==> src/verilog/card_reader_defs.svh <==
// Register offsets, reset values, field positions and timing for the reader mode control.
// Assumes a single 20 MHz clock; included by its bare name.
`ifndef CARD_READER_DEFS_SVH
`define CARD_READER_DEFS_SVH
`define CTL_OFS 8'h00
`define CFG1_OFS 8'h01
`define CFG2_OFS 8'h02
`define CFG3_OFS 8'h03
`define IEA_OFS 8'h04
`define IEB_OFS 8'h05
`define VIDH_OFS 8'h06
`define VIDL_OFS 8'h07
`define PIDH_OFS 8'h08
`define PIDL_OFS 8'h09
`define STAT_OFS 8'h12
`define CTL_RST 8'h18
`define ZERO_RST 8'h00
`define CTL_MASK 8'h1F
`define CTL_WAKE 0
`define CTL_SEL_LO 1
`define CTL_SEL_HI 2
`define CTL_SW1 3
`define CTL_SW2 4
`define SEL_NONE 2'h0
`define SEL_CARD1 2'h1
`define SEL_CARD2 2'h2
`define SEL_BOTH 2'h3
`define CFG1_IRQ_HI 0
`define CFG1_IRQ_PULSE 1
`define CFG1_NARROW1 2
`define CFG1_NARROW2 3
`define CFG2_FORCE_FS 7
`define CFG2_CLKSEL_HI 4
`define CLKSEL_DEFAULT 5'h00
`define VID_ZERO 16'h0000
`define STAT_BUSY 0
`define CLK_HZ 20000000
`define ENUM_TIME_MS 100
`define BITS_PER_BYTE 4'h8
`endif

==> src/verilog/card_reader_pkg.sv <==
// Types shared by the reader mode control: mode and serial-slave states.
// No timing or offsets live here; see card_reader_defs.svh.
package card_reader_pkg;
	typedef enum logic [1:0] {M_SLEEP, M_ENUM, M_ACTIVE, M_DEENUM} mode_state_t;
	typedef enum logic [2:0] {S_IDLE, S_RX, S_ACK, S_TX, S_RACK} slave_state_t;
endpackage

==> src/verilog/card_reader_mode_control.sv <==
// Mode and configuration control of a USB-to-card reader bridge, with its serial slave.
// Assumes scl/sda and all pins synchronous to ref_clk_i; pad logic resolves open drain.
`timescale 1ns/1ps
`include "card_reader_defs.svh"
module card_reader_mode_control
	import card_reader_pkg::*;
#(
	parameter logic [6:0] SLAVE_ADDR = 7'h2A, // Arbitrary bus address
	parameter logic [15:0] DEFAULT_VID = 16'h1234, // Arbitrary value
	parameter logic [15:0] DEFAULT_PID = 16'h5678, // Arbitrary value
	parameter int unsigned ENUM_CYCLES = `ENUM_TIME_MS * (`CLK_HZ / 1000)
)
(
	input wire logic ref_clk_i,
	input wire logic rst_b_i,
	input wire logic serial_ctrl_sel_i,
	input wire logic mode_pin_i,
	input wire logic supply_fault_i,
	input wire logic scl_i,
	input wire logic sda_i,
	output logic sda_o,
	output logic sda_oe_b_o,
	output logic busy_b_o,
	output logic err_irq_b_o,
	output logic mcu_on_o,
	output logic usb_to_reader_o,
	output logic host_disconnect_o,
	output logic abort_xfer_o,
	output logic reader_card1_o,
	output logic reader_card2_o,
	output logic card1_switch_close_o,
	output logic card2_switch_close_o,
	output logic present_link_close_o,
	output logic card1_narrow_bus_o,
	output logic card2_narrow_bus_o,
	output logic force_full_speed_o,
	output logic [4:0] input_clock_select_o,
	output logic [3:0] card1_clock_limit_o,
	output logic [3:0] card2_clock_limit_o,
	output logic [15:0] enum_vid_o,
	output logic [15:0] enum_pid_o
);

	logic [7:0] ctl_q;
	logic [7:0] cfg1_q;
	logic [7:0] cfg2_q;
	logic [7:0] cfg3_q;
	logic [7:0] iea_q;
	logic [7:0] ieb_q;
	logic [7:0] vidh_q;
	logic [7:0] vidl_q;
	logic [7:0] pidh_q;
	logic [7:0] pidl_q;
	logic serial_q;
	logic strap_done_q;
	mode_state_t mode_q;
	logic [1:0] cur_card_q;
	logic [31:0] cnt_q;
	logic abort_q;
	logic [7:0] app_cfg1_q;
	logic [7:0] app_cfg2_q;
	logic [7:0] app_cfg3_q;
	logic [15:0] vid_q;
	logic [15:0] pid_q;
	slave_state_t sl_q;
	logic scl_q;
	logic sda_q;
	logic [7:0] sh_q;
	logic [3:0] bitc_q;
	logic addr_byte_q;
	logic ptr_byte_q;
	logic rd_q;
	logic nack_q;
	logic drive_low_q;
	logic [7:0] ptr_q;
	logic wr_q;
	logic [7:0] wr_addr_q;
	logic [7:0] wr_data_q;
	logic start_det;
	logic stop_det;
	logic scl_rise;
	logic scl_fall;
	logic busy;
	logic want_reader;
	logic [1:0] tgt_card;
	logic [1:0] sel;
	logic reader_on;
	logic [31:0] cnt_last;

	function automatic logic [7:0] reg_read(input logic [7:0] a);
		logic [7:0] v;
		v = 8'h00;
		if (a == `CTL_OFS)
			v = ctl_q & `CTL_MASK;
		else if (a == `CFG1_OFS)
			v = cfg1_q;
		else if (a == `CFG2_OFS)
			v = cfg2_q;
		else if (a == `CFG3_OFS)
			v = cfg3_q;
		else if (a == `IEA_OFS)
			v = iea_q;
		else if (a == `IEB_OFS)
			v = ieb_q;
		else if (a == `VIDH_OFS)
			v = vidh_q;
		else if (a == `VIDL_OFS)
			v = vidl_q;
		else if (a == `PIDH_OFS)
			v = pidh_q;
		else if (a == `PIDL_OFS)
			v = pidl_q;
		else if (a == `STAT_OFS)
			v[`STAT_BUSY] = busy;
		return v;
	endfunction

	function automatic logic [15:0] pick_id(input logic [15:0] prog, input logic [15:0] dflt);
		return (prog == `VID_ZERO) ? dflt : prog;
	endfunction

	assign start_det = scl_i & scl_q & sda_q & ~sda_i;
	assign stop_det = scl_i & scl_q & ~sda_q & sda_i;
	assign scl_rise = scl_i & ~scl_q;
	assign scl_fall = ~scl_i & scl_q;
	assign sel = ctl_q[`CTL_SEL_HI:`CTL_SEL_LO];
	assign cnt_last = ENUM_CYCLES - 32'd1;
	assign busy = (mode_q == M_ACTIVE);
	assign reader_on = (mode_q != M_SLEEP);

	// Strap is caught after reset release, never under the asynchronous reset itself
	always_ff @(posedge ref_clk_i or negedge rst_b_i)
	begin
		if (!rst_b_i)
		begin
			strap_done_q <= 1'b0;
			serial_q <= 1'b0;
		end
		else if (!strap_done_q)
		begin
			strap_done_q <= 1'b1;
			serial_q <= serial_ctrl_sel_i;
		end
	end

	always_comb
	begin
		if (serial_q)
		begin
			want_reader = ctl_q[`CTL_WAKE] & (sel == `SEL_CARD1 || sel == `SEL_CARD2);
			tgt_card = sel;
		end
		else
		begin
			want_reader = mode_pin_i;
			tgt_card = `SEL_CARD1;
		end
		if (!strap_done_q)
			want_reader = 1'b0;
	end

	// Serial slave: edges are seen from samples, so scl must stay below ref_clk_i / 4
	always_ff @(posedge ref_clk_i or negedge rst_b_i)
	begin
		if (!rst_b_i)
		begin
			scl_q <= 1'b1;
			sda_q <= 1'b1;
		end
		else
		begin
			scl_q <= scl_i;
			sda_q <= sda_i;
		end
	end

	always_ff @(posedge ref_clk_i or negedge rst_b_i)
	begin
		if (!rst_b_i)
		begin
			sl_q <= S_IDLE;
			sh_q <= 8'h00;
			bitc_q <= 4'h0;
			addr_byte_q <= 1'b0;
			ptr_byte_q <= 1'b0;
			rd_q <= 1'b0;
			nack_q <= 1'b0;
			drive_low_q <= 1'b0;
			ptr_q <= 8'h00;
			wr_q <= 1'b0;
			wr_addr_q <= 8'h00;
			wr_data_q <= 8'h00;
		end
		else
		begin
			wr_q <= 1'b0;
			if (start_det)
			begin
				sl_q <= S_RX;
				bitc_q <= 4'h0;
				addr_byte_q <= 1'b1;
				drive_low_q <= 1'b0;
			end
			else if (stop_det)
			begin
				sl_q <= S_IDLE;
				drive_low_q <= 1'b0;
			end
			else
			begin
				case (sl_q)
					S_RX:
					begin
						if (scl_rise)
						begin
							sh_q <= {sh_q[6:0], sda_i};
							bitc_q <= bitc_q + 4'h1;
						end
						else if (scl_fall && bitc_q == `BITS_PER_BYTE)
						begin
							bitc_q <= 4'h0;
							sl_q <= S_ACK;
							drive_low_q <= 1'b1;
							if (addr_byte_q)
							begin
								addr_byte_q <= 1'b0;
								rd_q <= sh_q[0];
								ptr_byte_q <= ~sh_q[0];
								if (sh_q[7:1] != SLAVE_ADDR)
								begin
									sl_q <= S_IDLE;
									drive_low_q <= 1'b0;
								end
							end
							else if (ptr_byte_q)
							begin
								ptr_byte_q <= 1'b0;
								ptr_q <= sh_q;
							end
							else
							begin
								wr_q <= 1'b1;
								wr_addr_q <= ptr_q;
								wr_data_q <= sh_q;
								ptr_q <= ptr_q + 8'h01;
							end
						end
					end
					S_ACK:
					begin
						if (scl_fall)
						begin
							drive_low_q <= 1'b0;
							if (rd_q)
							begin
								sh_q <= reg_read(ptr_q);
								ptr_q <= ptr_q + 8'h01;
								sl_q <= S_TX;
							end
							else
								sl_q <= S_RX;
						end
					end
					S_TX:
					begin
						if (scl_fall)
						begin
							sh_q <= {sh_q[6:0], 1'b0};
							bitc_q <= bitc_q + 4'h1;
							if (bitc_q == `BITS_PER_BYTE - 4'h1)
							begin
								bitc_q <= 4'h0;
								sl_q <= S_RACK;
							end
						end
					end
					S_RACK:
					begin
						if (scl_rise)
							nack_q <= sda_i;
						else if (scl_fall)
						begin
							if (nack_q)
								sl_q <= S_IDLE;
							else
							begin
								sh_q <= reg_read(ptr_q);
								ptr_q <= ptr_q + 8'h01;
								sl_q <= S_TX;
							end
						end
					end
					default:
						drive_low_q <= 1'b0;
				endcase
			end
		end
	end

	// Open drain: only a low is ever driven
	assign sda_o = 1'b0;
	assign sda_oe_b_o = ~(drive_low_q | (sl_q == S_TX && !sh_q[7]));

	always_ff @(posedge ref_clk_i or negedge rst_b_i)
	begin
		if (!rst_b_i)
		begin
			ctl_q <= `CTL_RST;
			cfg1_q <= `ZERO_RST;
			cfg2_q <= `ZERO_RST;
			cfg3_q <= `ZERO_RST;
			iea_q <= `ZERO_RST;
			ieb_q <= `ZERO_RST;
			vidh_q <= `ZERO_RST;
			vidl_q <= `ZERO_RST;
			pidh_q <= `ZERO_RST;
			pidl_q <= `ZERO_RST;
		end
		else if (wr_q)
		begin
			if (wr_addr_q == `CTL_OFS)
				ctl_q <= wr_data_q & `CTL_MASK;
			else if (wr_addr_q == `CFG1_OFS)
				cfg1_q <= wr_data_q;
			else if (wr_addr_q == `CFG2_OFS)
				cfg2_q <= wr_data_q;
			else if (wr_addr_q == `CFG3_OFS)
				cfg3_q <= wr_data_q;
			else if (wr_addr_q == `IEA_OFS)
				iea_q <= wr_data_q;
			else if (wr_addr_q == `IEB_OFS)
				ieb_q <= wr_data_q;
			else if (wr_addr_q == `VIDH_OFS)
				vidh_q <= wr_data_q;
			else if (wr_addr_q == `VIDL_OFS)
				vidl_q <= wr_data_q;
			else if (wr_addr_q == `PIDH_OFS)
				pidh_q <= wr_data_q;
			else if (wr_addr_q == `PIDL_OFS)
				pidl_q <= wr_data_q;
		end
	end

	// Mode sequencer; enumeration and teardown each take ENUM_CYCLES
	always_ff @(posedge ref_clk_i or negedge rst_b_i)
	begin
		if (!rst_b_i)
		begin
			mode_q <= M_SLEEP;
			cur_card_q <= `SEL_NONE;
			cnt_q <= 32'd0;
			abort_q <= 1'b0;
			app_cfg1_q <= `ZERO_RST;
			app_cfg2_q <= `ZERO_RST;
			app_cfg3_q <= `ZERO_RST;
			vid_q <= DEFAULT_VID;
			pid_q <= DEFAULT_PID;
		end
		else
		begin
			abort_q <= 1'b0;
			case (mode_q)
				M_SLEEP:
				begin
					cnt_q <= 32'd0;
					if (want_reader)
					begin
						mode_q <= M_ENUM;
						cur_card_q <= tgt_card;
						app_cfg1_q <= cfg1_q;
						app_cfg2_q <= cfg2_q;
						app_cfg3_q <= cfg3_q;
						if (!serial_q)
							app_cfg2_q[`CFG2_CLKSEL_HI:0] <= `CLKSEL_DEFAULT;
						vid_q <= pick_id({vidh_q, vidl_q}, DEFAULT_VID);
						pid_q <= pick_id({pidh_q, pidl_q}, DEFAULT_PID);
					end
				end
				M_ENUM:
				begin
					cnt_q <= cnt_q + 32'd1;
					if (!want_reader || tgt_card != cur_card_q)
					begin
						mode_q <= M_DEENUM;
						cnt_q <= 32'd0;
					end
					else if (cnt_q == cnt_last)
						mode_q <= M_ACTIVE;
				end
				M_ACTIVE:
				begin
					cnt_q <= 32'd0;
					if (!want_reader)
					begin
						abort_q <= 1'b1;
						mode_q <= M_DEENUM;
					end
					else if (tgt_card != cur_card_q)
						mode_q <= M_DEENUM;
				end
				default:
				begin
					cnt_q <= cnt_q + 32'd1;
					if (cnt_q == cnt_last)
						mode_q <= M_SLEEP;
				end
			endcase
		end
	end

	assign busy_b_o = ~busy;
	// error pin in simple control; interrupt logic is not part of this block
	assign err_irq_b_o = serial_q | ~(reader_on & supply_fault_i);
	assign mcu_on_o = reader_on;
	assign usb_to_reader_o = reader_on;
	assign host_disconnect_o = reader_on;
	assign abort_xfer_o = abort_q;
	assign reader_card1_o = reader_on & (cur_card_q == `SEL_CARD1);
	assign reader_card2_o = reader_on & (cur_card_q == `SEL_CARD2);
	assign card1_switch_close_o = ctl_q[`CTL_SW1] & ~reader_card1_o;
	assign card2_switch_close_o = ctl_q[`CTL_SW2] & ~reader_card2_o;
	assign present_link_close_o = card1_switch_close_o;
	assign card1_narrow_bus_o = app_cfg1_q[`CFG1_NARROW1];
	assign card2_narrow_bus_o = app_cfg1_q[`CFG1_NARROW2];
	assign force_full_speed_o = app_cfg2_q[`CFG2_FORCE_FS];
	assign input_clock_select_o = app_cfg2_q[`CFG2_CLKSEL_HI:0];
	assign card1_clock_limit_o = app_cfg3_q[3:0];
	assign card2_clock_limit_o = app_cfg3_q[7:4];
	assign enum_vid_o = vid_q;
	assign enum_pid_o = pid_q;

endmodule // card_reader_mode_control

==> config.mk <==
export PLATFORM = sky130hd
export DESIGN_NAME = card_reader_mode_control
export DESIGN_NICKNAME = d
export VERILOG_FILES = /design/src/verilog/card_reader_pkg.sv /design/src/verilog/card_reader_mode_control.sv
export VERILOG_INCLUDE_DIRS = /design/src /design/src/verilog
export SDC_FILE = /design/constraint.sdc
export NUM_CORES = 1
export LEC_CHECK = 0
export BUFFER_PORTS_ARGS = -buffer_cell sky130_fd_sc_hd__buf_2
export CAP_MARGIN = 0
export CORE_UTILIZATION = 25
export CTS_CLUSTER_SIZE = 40
export DETAILED_ROUTE_END_ITERATION = 7
export GPL_ROUTABILITY_DRIVEN = 0
export PLACE_DENSITY = 0.37
export SYNTH_ARGS = -nofsm -noshare
export SYNTH_HDL_FRONTEND = slang
export SYNTH_SLANG_ARGS = --single-unit
==> constraint.sdc <==
create_clock -name ref_clk_i -period 4.1 [get_ports ref_clk_i]
set_input_delay 0.615 -clock ref_clk_i [delete_from_list [all_inputs] [get_ports ref_clk_i]]
set_output_delay 0.615 -clock ref_clk_i [all_outputs]
set_load 0.02 [all_outputs]
; Word level (Yosys, flattened, before mapping)
; Cells that the tools add are included.
[op_classes]
n_addsub = 3
n_eq_ne = 59
muxes = 89
n_bitwise = 39
reduce_logical = 43
[ops]
columns = cell, n
row1 = 8-bit two-way mux, 25
row2 = 8-bit by 3-bit equality test with 1-bit output (second input constant), 8
row3 = 32-bit case mux with 2 select lines, 1
row4 = 32-bit by 1-bit adder with 32-bit output (second input constant), 1
row5 = 32-bit by 21-bit equality test with 1-bit output (second input constant), 1
row6 = 8-bit by 2-bit equality test with 1-bit output (second input constant), 4
row7 = 8-bit by 4-bit equality test with 1-bit output (second input constant), 4
row8 = 16-bit logical NOT, 2
row9 = 16-bit two-way mux, 2
row10 = 32-bit two-way mux, 1
row11 = 4-bit inequality test (second input constant), 8
row12 = 8-bit case mux with 4 select lines, 1
row13 = 3-bit two-way mux, 9
row14 = 1-bit two-way mux, 26
row15 = 2-bit inequality test (second input constant), 13
row16 = 4-bit two-way mux, 6
row17 = 1-bit inverter, 24
row18 = 8-bit case mux with 3 select lines, 1
row19 = 4-bit AND reduction, 6
row20 = 2-bit two-way mux, 11
row21 = 11-bit AND reduction, 2
row22 = 10-bit AND reduction, 2
row23 = 8-bit by 1-bit equality test with 1-bit output (second input constant), 2
row24 = 8-bit logical NOT, 2
row25 = 39 further kinds, 71
[totals]
reg_bits = 215
output_inout_bits = 61
word_cells = 268

; Longest topological paths before layout
[logic_depth]
depth_word = 16
mapped_depth = 10
mapped_depth_nobuf = 8

; Least setup slack after synthesis
; Ideal clock, no wire load.
[synth_timing]
path_type = register to output
from = reg mode_q[0]
to = out present_link_close_o
t_arrival_ns = 1.844
required_ns = 3.485
setup_slack_ns = 1.641
stages_incl_launch_ff = 7
n_path_buf = 2
path_cell_list = dfrtp_1 -> inv_1 -> ha_1 -> clkbuf_1 -> nor3b_1 -> nor2b_1 -> buf_4
[synth_via]
elab_chain_cells = 4
[synth_lines]
columns = element, line_no
row1 = from (decl), card_reader_mode_control.sv:56  ; mode_state_t mode_q;
row2 = from (signal assigned), card_reader_mode_control.sv:349  ; mode_q <= M_SLEEP;
row3 = from (signal assigned), card_reader_mode_control.sv:368  ; mode_q <= M_ENUM;
row4 = from (signal assigned), card_reader_mode_control.sv:384  ; mode_q <= M_DEENUM;
row5 = 2-bit nonzero test, card_reader_mode_control.sv:129  ; assign reader_on = (mode_q != M_SLEEP);
row6 = 1-bit bitwise AND, card_reader_mode_control.sv:418  ; assign reader_card1_o = reader_on & (cur_card_q == `SEL_CARD1);
row7 = named net reader_card1_o, card_reader_mode_control.sv:29  ; output logic reader_card1_o,
row8 = 1-bit inverter, card_reader_mode_control.sv:420  ; assign card1_switch_close_o = ctl_q[`CTL_SW1] & ~reader_card1_o;
row9 = 1-bit bitwise AND, card_reader_mode_control.sv:420
row10 = to (decl), card_reader_mode_control.sv:33  ; output logic present_link_close_o,
; The timed path passes the listed nets, and every way through them passes these cells.

; Worst setup path in the final report
[layout_timing]
from = reg ptr_q[0]
to = reg sh_q[0]
[layout_via]
elab_chain_cells = 16
[layout_lines]
columns = element, line_no
row1 = from (decl), card_reader_mode_control.sv:75  ; logic [7:0] ptr_q;
row2 = from (signal assigned), card_reader_mode_control.sv:238  ; ptr_q <= sh_q;
row3 = from (signal assigned), card_reader_mode_control.sv:245  ; ptr_q <= ptr_q + 8'h01;
row4 = from (signal assigned), card_reader_mode_control.sv:257  ; ptr_q <= ptr_q + 8'h01;
row5 = 8-bit by 5-bit equality test with 1-bit output (no line), --
row6 = 1-bit two-way mux, card_reader_mode_control.sv:113  ; else if (a == `STAT_OFS)
row7 = 1-bit two-way mux, card_reader_mode_control.sv:111  ; else if (a == `PIDL_OFS)
row8 = 8-bit two-way mux, card_reader_mode_control.sv:109  ; else if (a == `PIDH_OFS)
row9 = 8-bit two-way mux, card_reader_mode_control.sv:107  ; else if (a == `VIDL_OFS)
row10 = 8-bit two-way mux, card_reader_mode_control.sv:105  ; else if (a == `VIDH_OFS)
row11 = 8-bit two-way mux, card_reader_mode_control.sv:103  ; else if (a == `IEB_OFS)
row12 = 8-bit two-way mux, card_reader_mode_control.sv:101  ; else if (a == `IEA_OFS)
row13 = 8-bit two-way mux, card_reader_mode_control.sv:99  ; else if (a == `CFG3_OFS)
row14 = 8-bit two-way mux, card_reader_mode_control.sv:97  ; else if (a == `CFG2_OFS)
row15 = 8-bit two-way mux, card_reader_mode_control.sv:95  ; else if (a == `CFG1_OFS)
row16 = 8-bit two-way mux (*), card_reader_mode_control.sv:93  ; if (a == `CTL_OFS)
row17 = 8-bit two-way mux, card_reader_mode_control.sv:283  ; if (nack_q)
row18 = 8-bit two-way mux, card_reader_mode_control.sv:281  ; else if (scl_fall)
row19 = 8-bit two-way mux, card_reader_mode_control.sv:279  ; if (scl_rise)
row20 = 8-bit case mux with 4 select lines (*), card_reader_mode_control.sv:211  ; case (sl_q)
row21 = to (signal assigned), card_reader_mode_control.sv:216  ; sh_q <= {sh_q[6:0], sda_i};
row22 = to (signal assigned), card_reader_mode_control.sv:268  ; sh_q <= {sh_q[6:0], 1'b0};
row23 = to (signal assigned), card_reader_mode_control.sv:287  ; sh_q <= reg_read(ptr_q);
row24 = to (decl), card_reader_mode_control.sv:68  ; logic [7:0] sh_q;
; Every way passes the cells marked *; elsewhere a longest branch is shown, timed or not. The select of a mux whose other input is x is not followed.
; A chain may end at the register's enable or synchronous reset.

==> out/metrics.yaml <==
end_kind: "flop"
number_of_cells_produced_by_synthesis: 963
io_pins: 68
cts_buffer_depth: 3
ys_warn_count: 0
path_class: "reg2reg"
cap_violations: 0
timing.reg2reg.worst_path_depth: 9
path_delay_family: "simple AND/OR/NAND/NOR gates"
clkTransAtPathRegs_ps: 70
syn-num-nets: 981
worstReg2RegStart: "ptr_q[0]"
postSynthRegisterBits: 211
drt_wl_total_um: 31000
synth_fa_ha_area_frac: 0.0133
synth-seq-area-share: 0.514
detailedPlace.worstSlack_ps: 1200
fillCellCount: 4301
worst-endpoint-arrival_ps: 3250
path_buf_inv: 2
ctsResizeCount: 0
coreArea_sq_um: 40700
cts_hold_buffers: 0
main_combinational_cell_family_by_area_after_synthesis: "simple AND/OR/NAND/NOR gates"
drt-wirelength-per-cell_um: 19.8
grt_pass1_vias: 7674
via_count: 7576
critical_path.cell_chain: "inv_1 > ha_1 > buf_4 > nor3_1 > o21ai_0 > nand2_1 > o31ai_1 > a211o_1 > a31oi_1"
regToRegSetupSlack_ps: 1300
cts.repair_timing.setup_buffer_count: 0
yosys.area_share.xor_xnor: 0.0263
grt_setup_unrepaired: "false"
synth_area_per_cell_sq_um: 10.7
synth_compound_area_frac: 0.105
port-buffer-count: 66
drc: 0
grt_pass1_wl_um: 47900
startpoint_class_of_the_critical_path: "flop"
cts_inserted_buffers: 25
min_period_over_period: 0.683
die-width_um: 205
timing.critical_path.slowest_stage_cell: "sky130_fd_sc_hd__nor3_1"
initial_utilization: 0.253
dpl.hpwl_um: 21600
finalMaxSlewViolations: 0
clk_root_buffer_cell: "sky130_fd_sc_hd__clkbuf_16"
worstPathRequired_ps: 4550
track_usage: 0.149
final_period_demand_of_the_worst_path_ps: 2800
synth.distinct_cells: 70
final_core_utilization: 0.295
drt-vias-per-instance: 4.84
grt_max_degree: 101
worstPathMaxFanout: 13
leakage_dissipation_uw: 0.00550
setup_slack_ps: 1300
gr-total-overflow: 0
largest_register_ffs: 32
clk-insertion-delay-late_ps: 550
cts_sinks: 211
floorplan.rows: 74
worst_slew_pin_slew_ps: 1050
drtPass1Iterations: 5
layout.cells.non_filler: 1564
syn-cell-area_sq_um: 10300
design.die.area_sq_um: 42100
syn2layout_area_growth_pct: 16.6
timing.setup.tns_ps: 0
simple_gate_area_share_of_the_yosys_netlist: 0.167
whs_ps: 141
ys.flop_type: "sky130_fd_sc_hd__dfrtp_1"
synth_async_sr_flop_share: 1.00
run_status: "completed"
proportion_of_synthesized_area_in_mux_cells: 0.143
drt_first_iter_violations: 341
final_net_count: 1033
synth-edff-count: 0
dpl.cell_count: 1520
initial_antenna_violation_count: 0
cts_htree_levels: 1
timing.fmax_mhz: 357
power-per-cell-area_nw_per_um2: 439
drive_above_1_share: 0.268
critical_path.reg2reg.endpoint: "sh_q[0]"
worstHoldPathType: "in2async"
tritoncts: "yes"
vdd_ir_drop_max_uv: 273
critPathMaxStageDelay_ps: 620
setup_viol: 0
largest-register: "cnt_q"
count_of_endpoints_failing_hold_in_the_final_timing_report: 0
fin_worst_skew_ps: 25.7
slew_headroom: 0.296
number_of_diodes: 0
route.antenna.remaining_nets: 0
die_h_um: 205
## through the flow
step	total power, uW	area [sq um]
floorplan	2870	10300
detailed placement	3160	11200
global route	5540	12000
finish	5280	12000
CTS	5390	12000
global placement	3160	11200
## cells by family (layout without fill, tap and decap cells)
family / after synthesis / count (layout)
DFF: 211 / 211
muxes: 132 / 132
AOI/OAI and AO/OA: 175 / 175
xor gates and xnor gates: 31 / 31
and+or+nand+nor: 325 / 325
buffers and inverters: 76 / 145
adders and majority gates: 11 / 11
other: 2 / 2
## cell usage after synthesis (4+ instances only)
library cell / instances / area share
sky130_fd_sc_hd__and2_1: 8 / 0.0049
sky130_fd_sc_hd__a22oi_1: 6 / 0.0044
sky130_fd_sc_hd__ha_1: 11 / 0.013
sky130_fd_sc_hd__a21oi_1: 46 / 0.022
sky130_fd_sc_hd__xor2_1: 25 / 0.021
sky130_fd_sc_hd__nand3_1: 37 / 0.018
sky130_fd_sc_hd__clkbuf_1: 39 / 0.014
sky130_fd_sc_hd__nor3_1: 9 / 0.0044
sky130_fd_sc_hd__and3_1: 10 / 0.0061
sky130_fd_sc_hd__o22ai_1: 8 / 0.0049
sky130_fd_sc_hd__o211ai_1: 6 / 0.0044
sky130_fd_sc_hd__or3_1: 6 / 0.0036
sky130_fd_sc_hd__mux2i_1: 6 / 0.0058
sky130_fd_sc_hd__o31ai_1: 6 / 0.0044
sky130_fd_sc_hd__nor3b_1: 7 / 0.0051
sky130_fd_sc_hd__dfstp_2: 17 / 0.043
sky130_fd_sc_hd__o21ai_0: 57 / 0.028
sky130_fd_sc_hd__buf_2: 5 / 0.0024
sky130_fd_sc_hd__buf_4: 5 / 0.0036
sky130_fd_sc_hd__o221ai_1: 4 / 0.0034
sky130_fd_sc_hd__nor2b_1: 22 / 0.013
sky130_fd_sc_hd__and3b_1: 4 / 0.0034
sky130_fd_sc_hd__a221oi_1: 4 / 0.0034
sky130_fd_sc_hd__a211oi_1: 4 / 0.0029
sky130_fd_sc_hd__xnor2_1: 6 / 0.0051
sky130_fd_sc_hd__nor4_1: 14 / 0.0085
sky130_fd_sc_hd__buf_1: 5 / 0.0018
sky130_fd_sc_hd__nand4_1: 15 / 0.0091
sky130_fd_sc_hd__nand2_1: 87 / 0.032
sky130_fd_sc_hd__a31oi_1: 6 / 0.0036
sky130_fd_sc_hd__nor2_1: 62 / 0.023
sky130_fd_sc_hd__mux2_2: 126 / 0.14
sky130_fd_sc_hd__dfrtp_1: 194 / 0.47
sky130_fd_sc_hd__nand3b_1: 4 / 0.0029
sky130_fd_sc_hd__inv_1: 22 / 0.0080
sky130_fd_sc_hd__or4_1: 4 / 0.0029
sky130_fd_sc_hd__nand2b_1: 11 / 0.0067
## layer usage
| layer | vias to the layer above | track usage | part of all wire |
|---|---|---|---|
| met3 | 42 | 0.0247 | 0.038 |
| met1 | 3832 | 0.212 | 0.49 |
| met4 | 0 | 0.0333 | 0.019 |
| met5 | - | 0 | 0 |
| met2 | 140 | 0.235 | 0.46 |
| li1 | 3562 | - | - |
## layout make-up
| cell class | count | area [sq um] | area share |
|---|---|---|---|
| Clock buffer | 40 | 772 | 0.0642 |
| Sequential cell | 211 | 5300 | 0.441 |
| Inverter | 22 | 82.6 | 0.00687 |
| Tap cell | 532 | 666 | 0.0554 |
| Clock inverter | 4 | 23.8 | 0.00198 |
| Timing Repair Buffer | 79 | 463 | 0.0385 |
| Multi-Input combinational cell | 676 | 4720 | 0.392 |
## cell usage in the layout, fill, tap and decap left out, drive strengths merged, types with 4 or more instances in the layout
master,Yosys,routed
nand4,15,15
mux2,126,126
nand2b,11,11
o221ai,4,4
mux2i,6,6
a221oi,4,4
dfstp,17,17
nand3b,4,4
nand2,87,87
or3,6,6
nor4,14,14
o21ai,57,57
nor3,13,13
o211ai,6,6
xor2,25,25
nor3b,7,7
a31oi,6,6
nor2,64,64
nor2b,22,22
a22oi,6,6
clkbuf,39,40
or4,4,4
o22ai,8,8
nor4b,5,5
xnor2,6,6
ha,11,11
inv,22,23
dfrtp,194,194
buf,15,79
nand3,37,37
a211oi,4,4
and3,10,10
o31ai,6,6
a21oi,46,46
and3b,4,4
and2,9,9
## report_power, final
group	switching, uW	internal [uW]
combinational	450	245
clock	893	1280
sequential	148	2260
## worst max path at each step
stage               from              endpoint  slack [ps]  depth (start not counted)
2_1_floorplan  mode_q[0]  present_link_close_o        1640                          6
3_3_place_gp       scl_i              ptr_q[0]        1260                          7
3_5_place_dp       scl_i              ptr_q[0]        1200                          7
4_1_cts         ptr_q[0]               sh_q[0]        1300                          9
5_1_grt        bitc_q[0]              ptr_q[0]         870                          8
6_report        ptr_q[0]               sh_q[0]        1300                          9
## worst register-to-register path, cell delays in order, from the launching register on
cell and delay, ps:
sky130_fd_sc_hd__dfrtp_1 460, sky130_fd_sc_hd__inv_1 130, sky130_fd_sc_hd__ha_1 380, sky130_fd_sc_hd__buf_4 270, sky130_fd_sc_hd__nor3_1 630, sky130_fd_sc_hd__o21ai_0 190, sky130_fd_sc_hd__nand2_1 110, sky130_fd_sc_hd__o31ai_1 70
sky130_fd_sc_hd__a211o_1 300, sky130_fd_sc_hd__a31oi_1 160
Power figures use the tool's default switching activity.
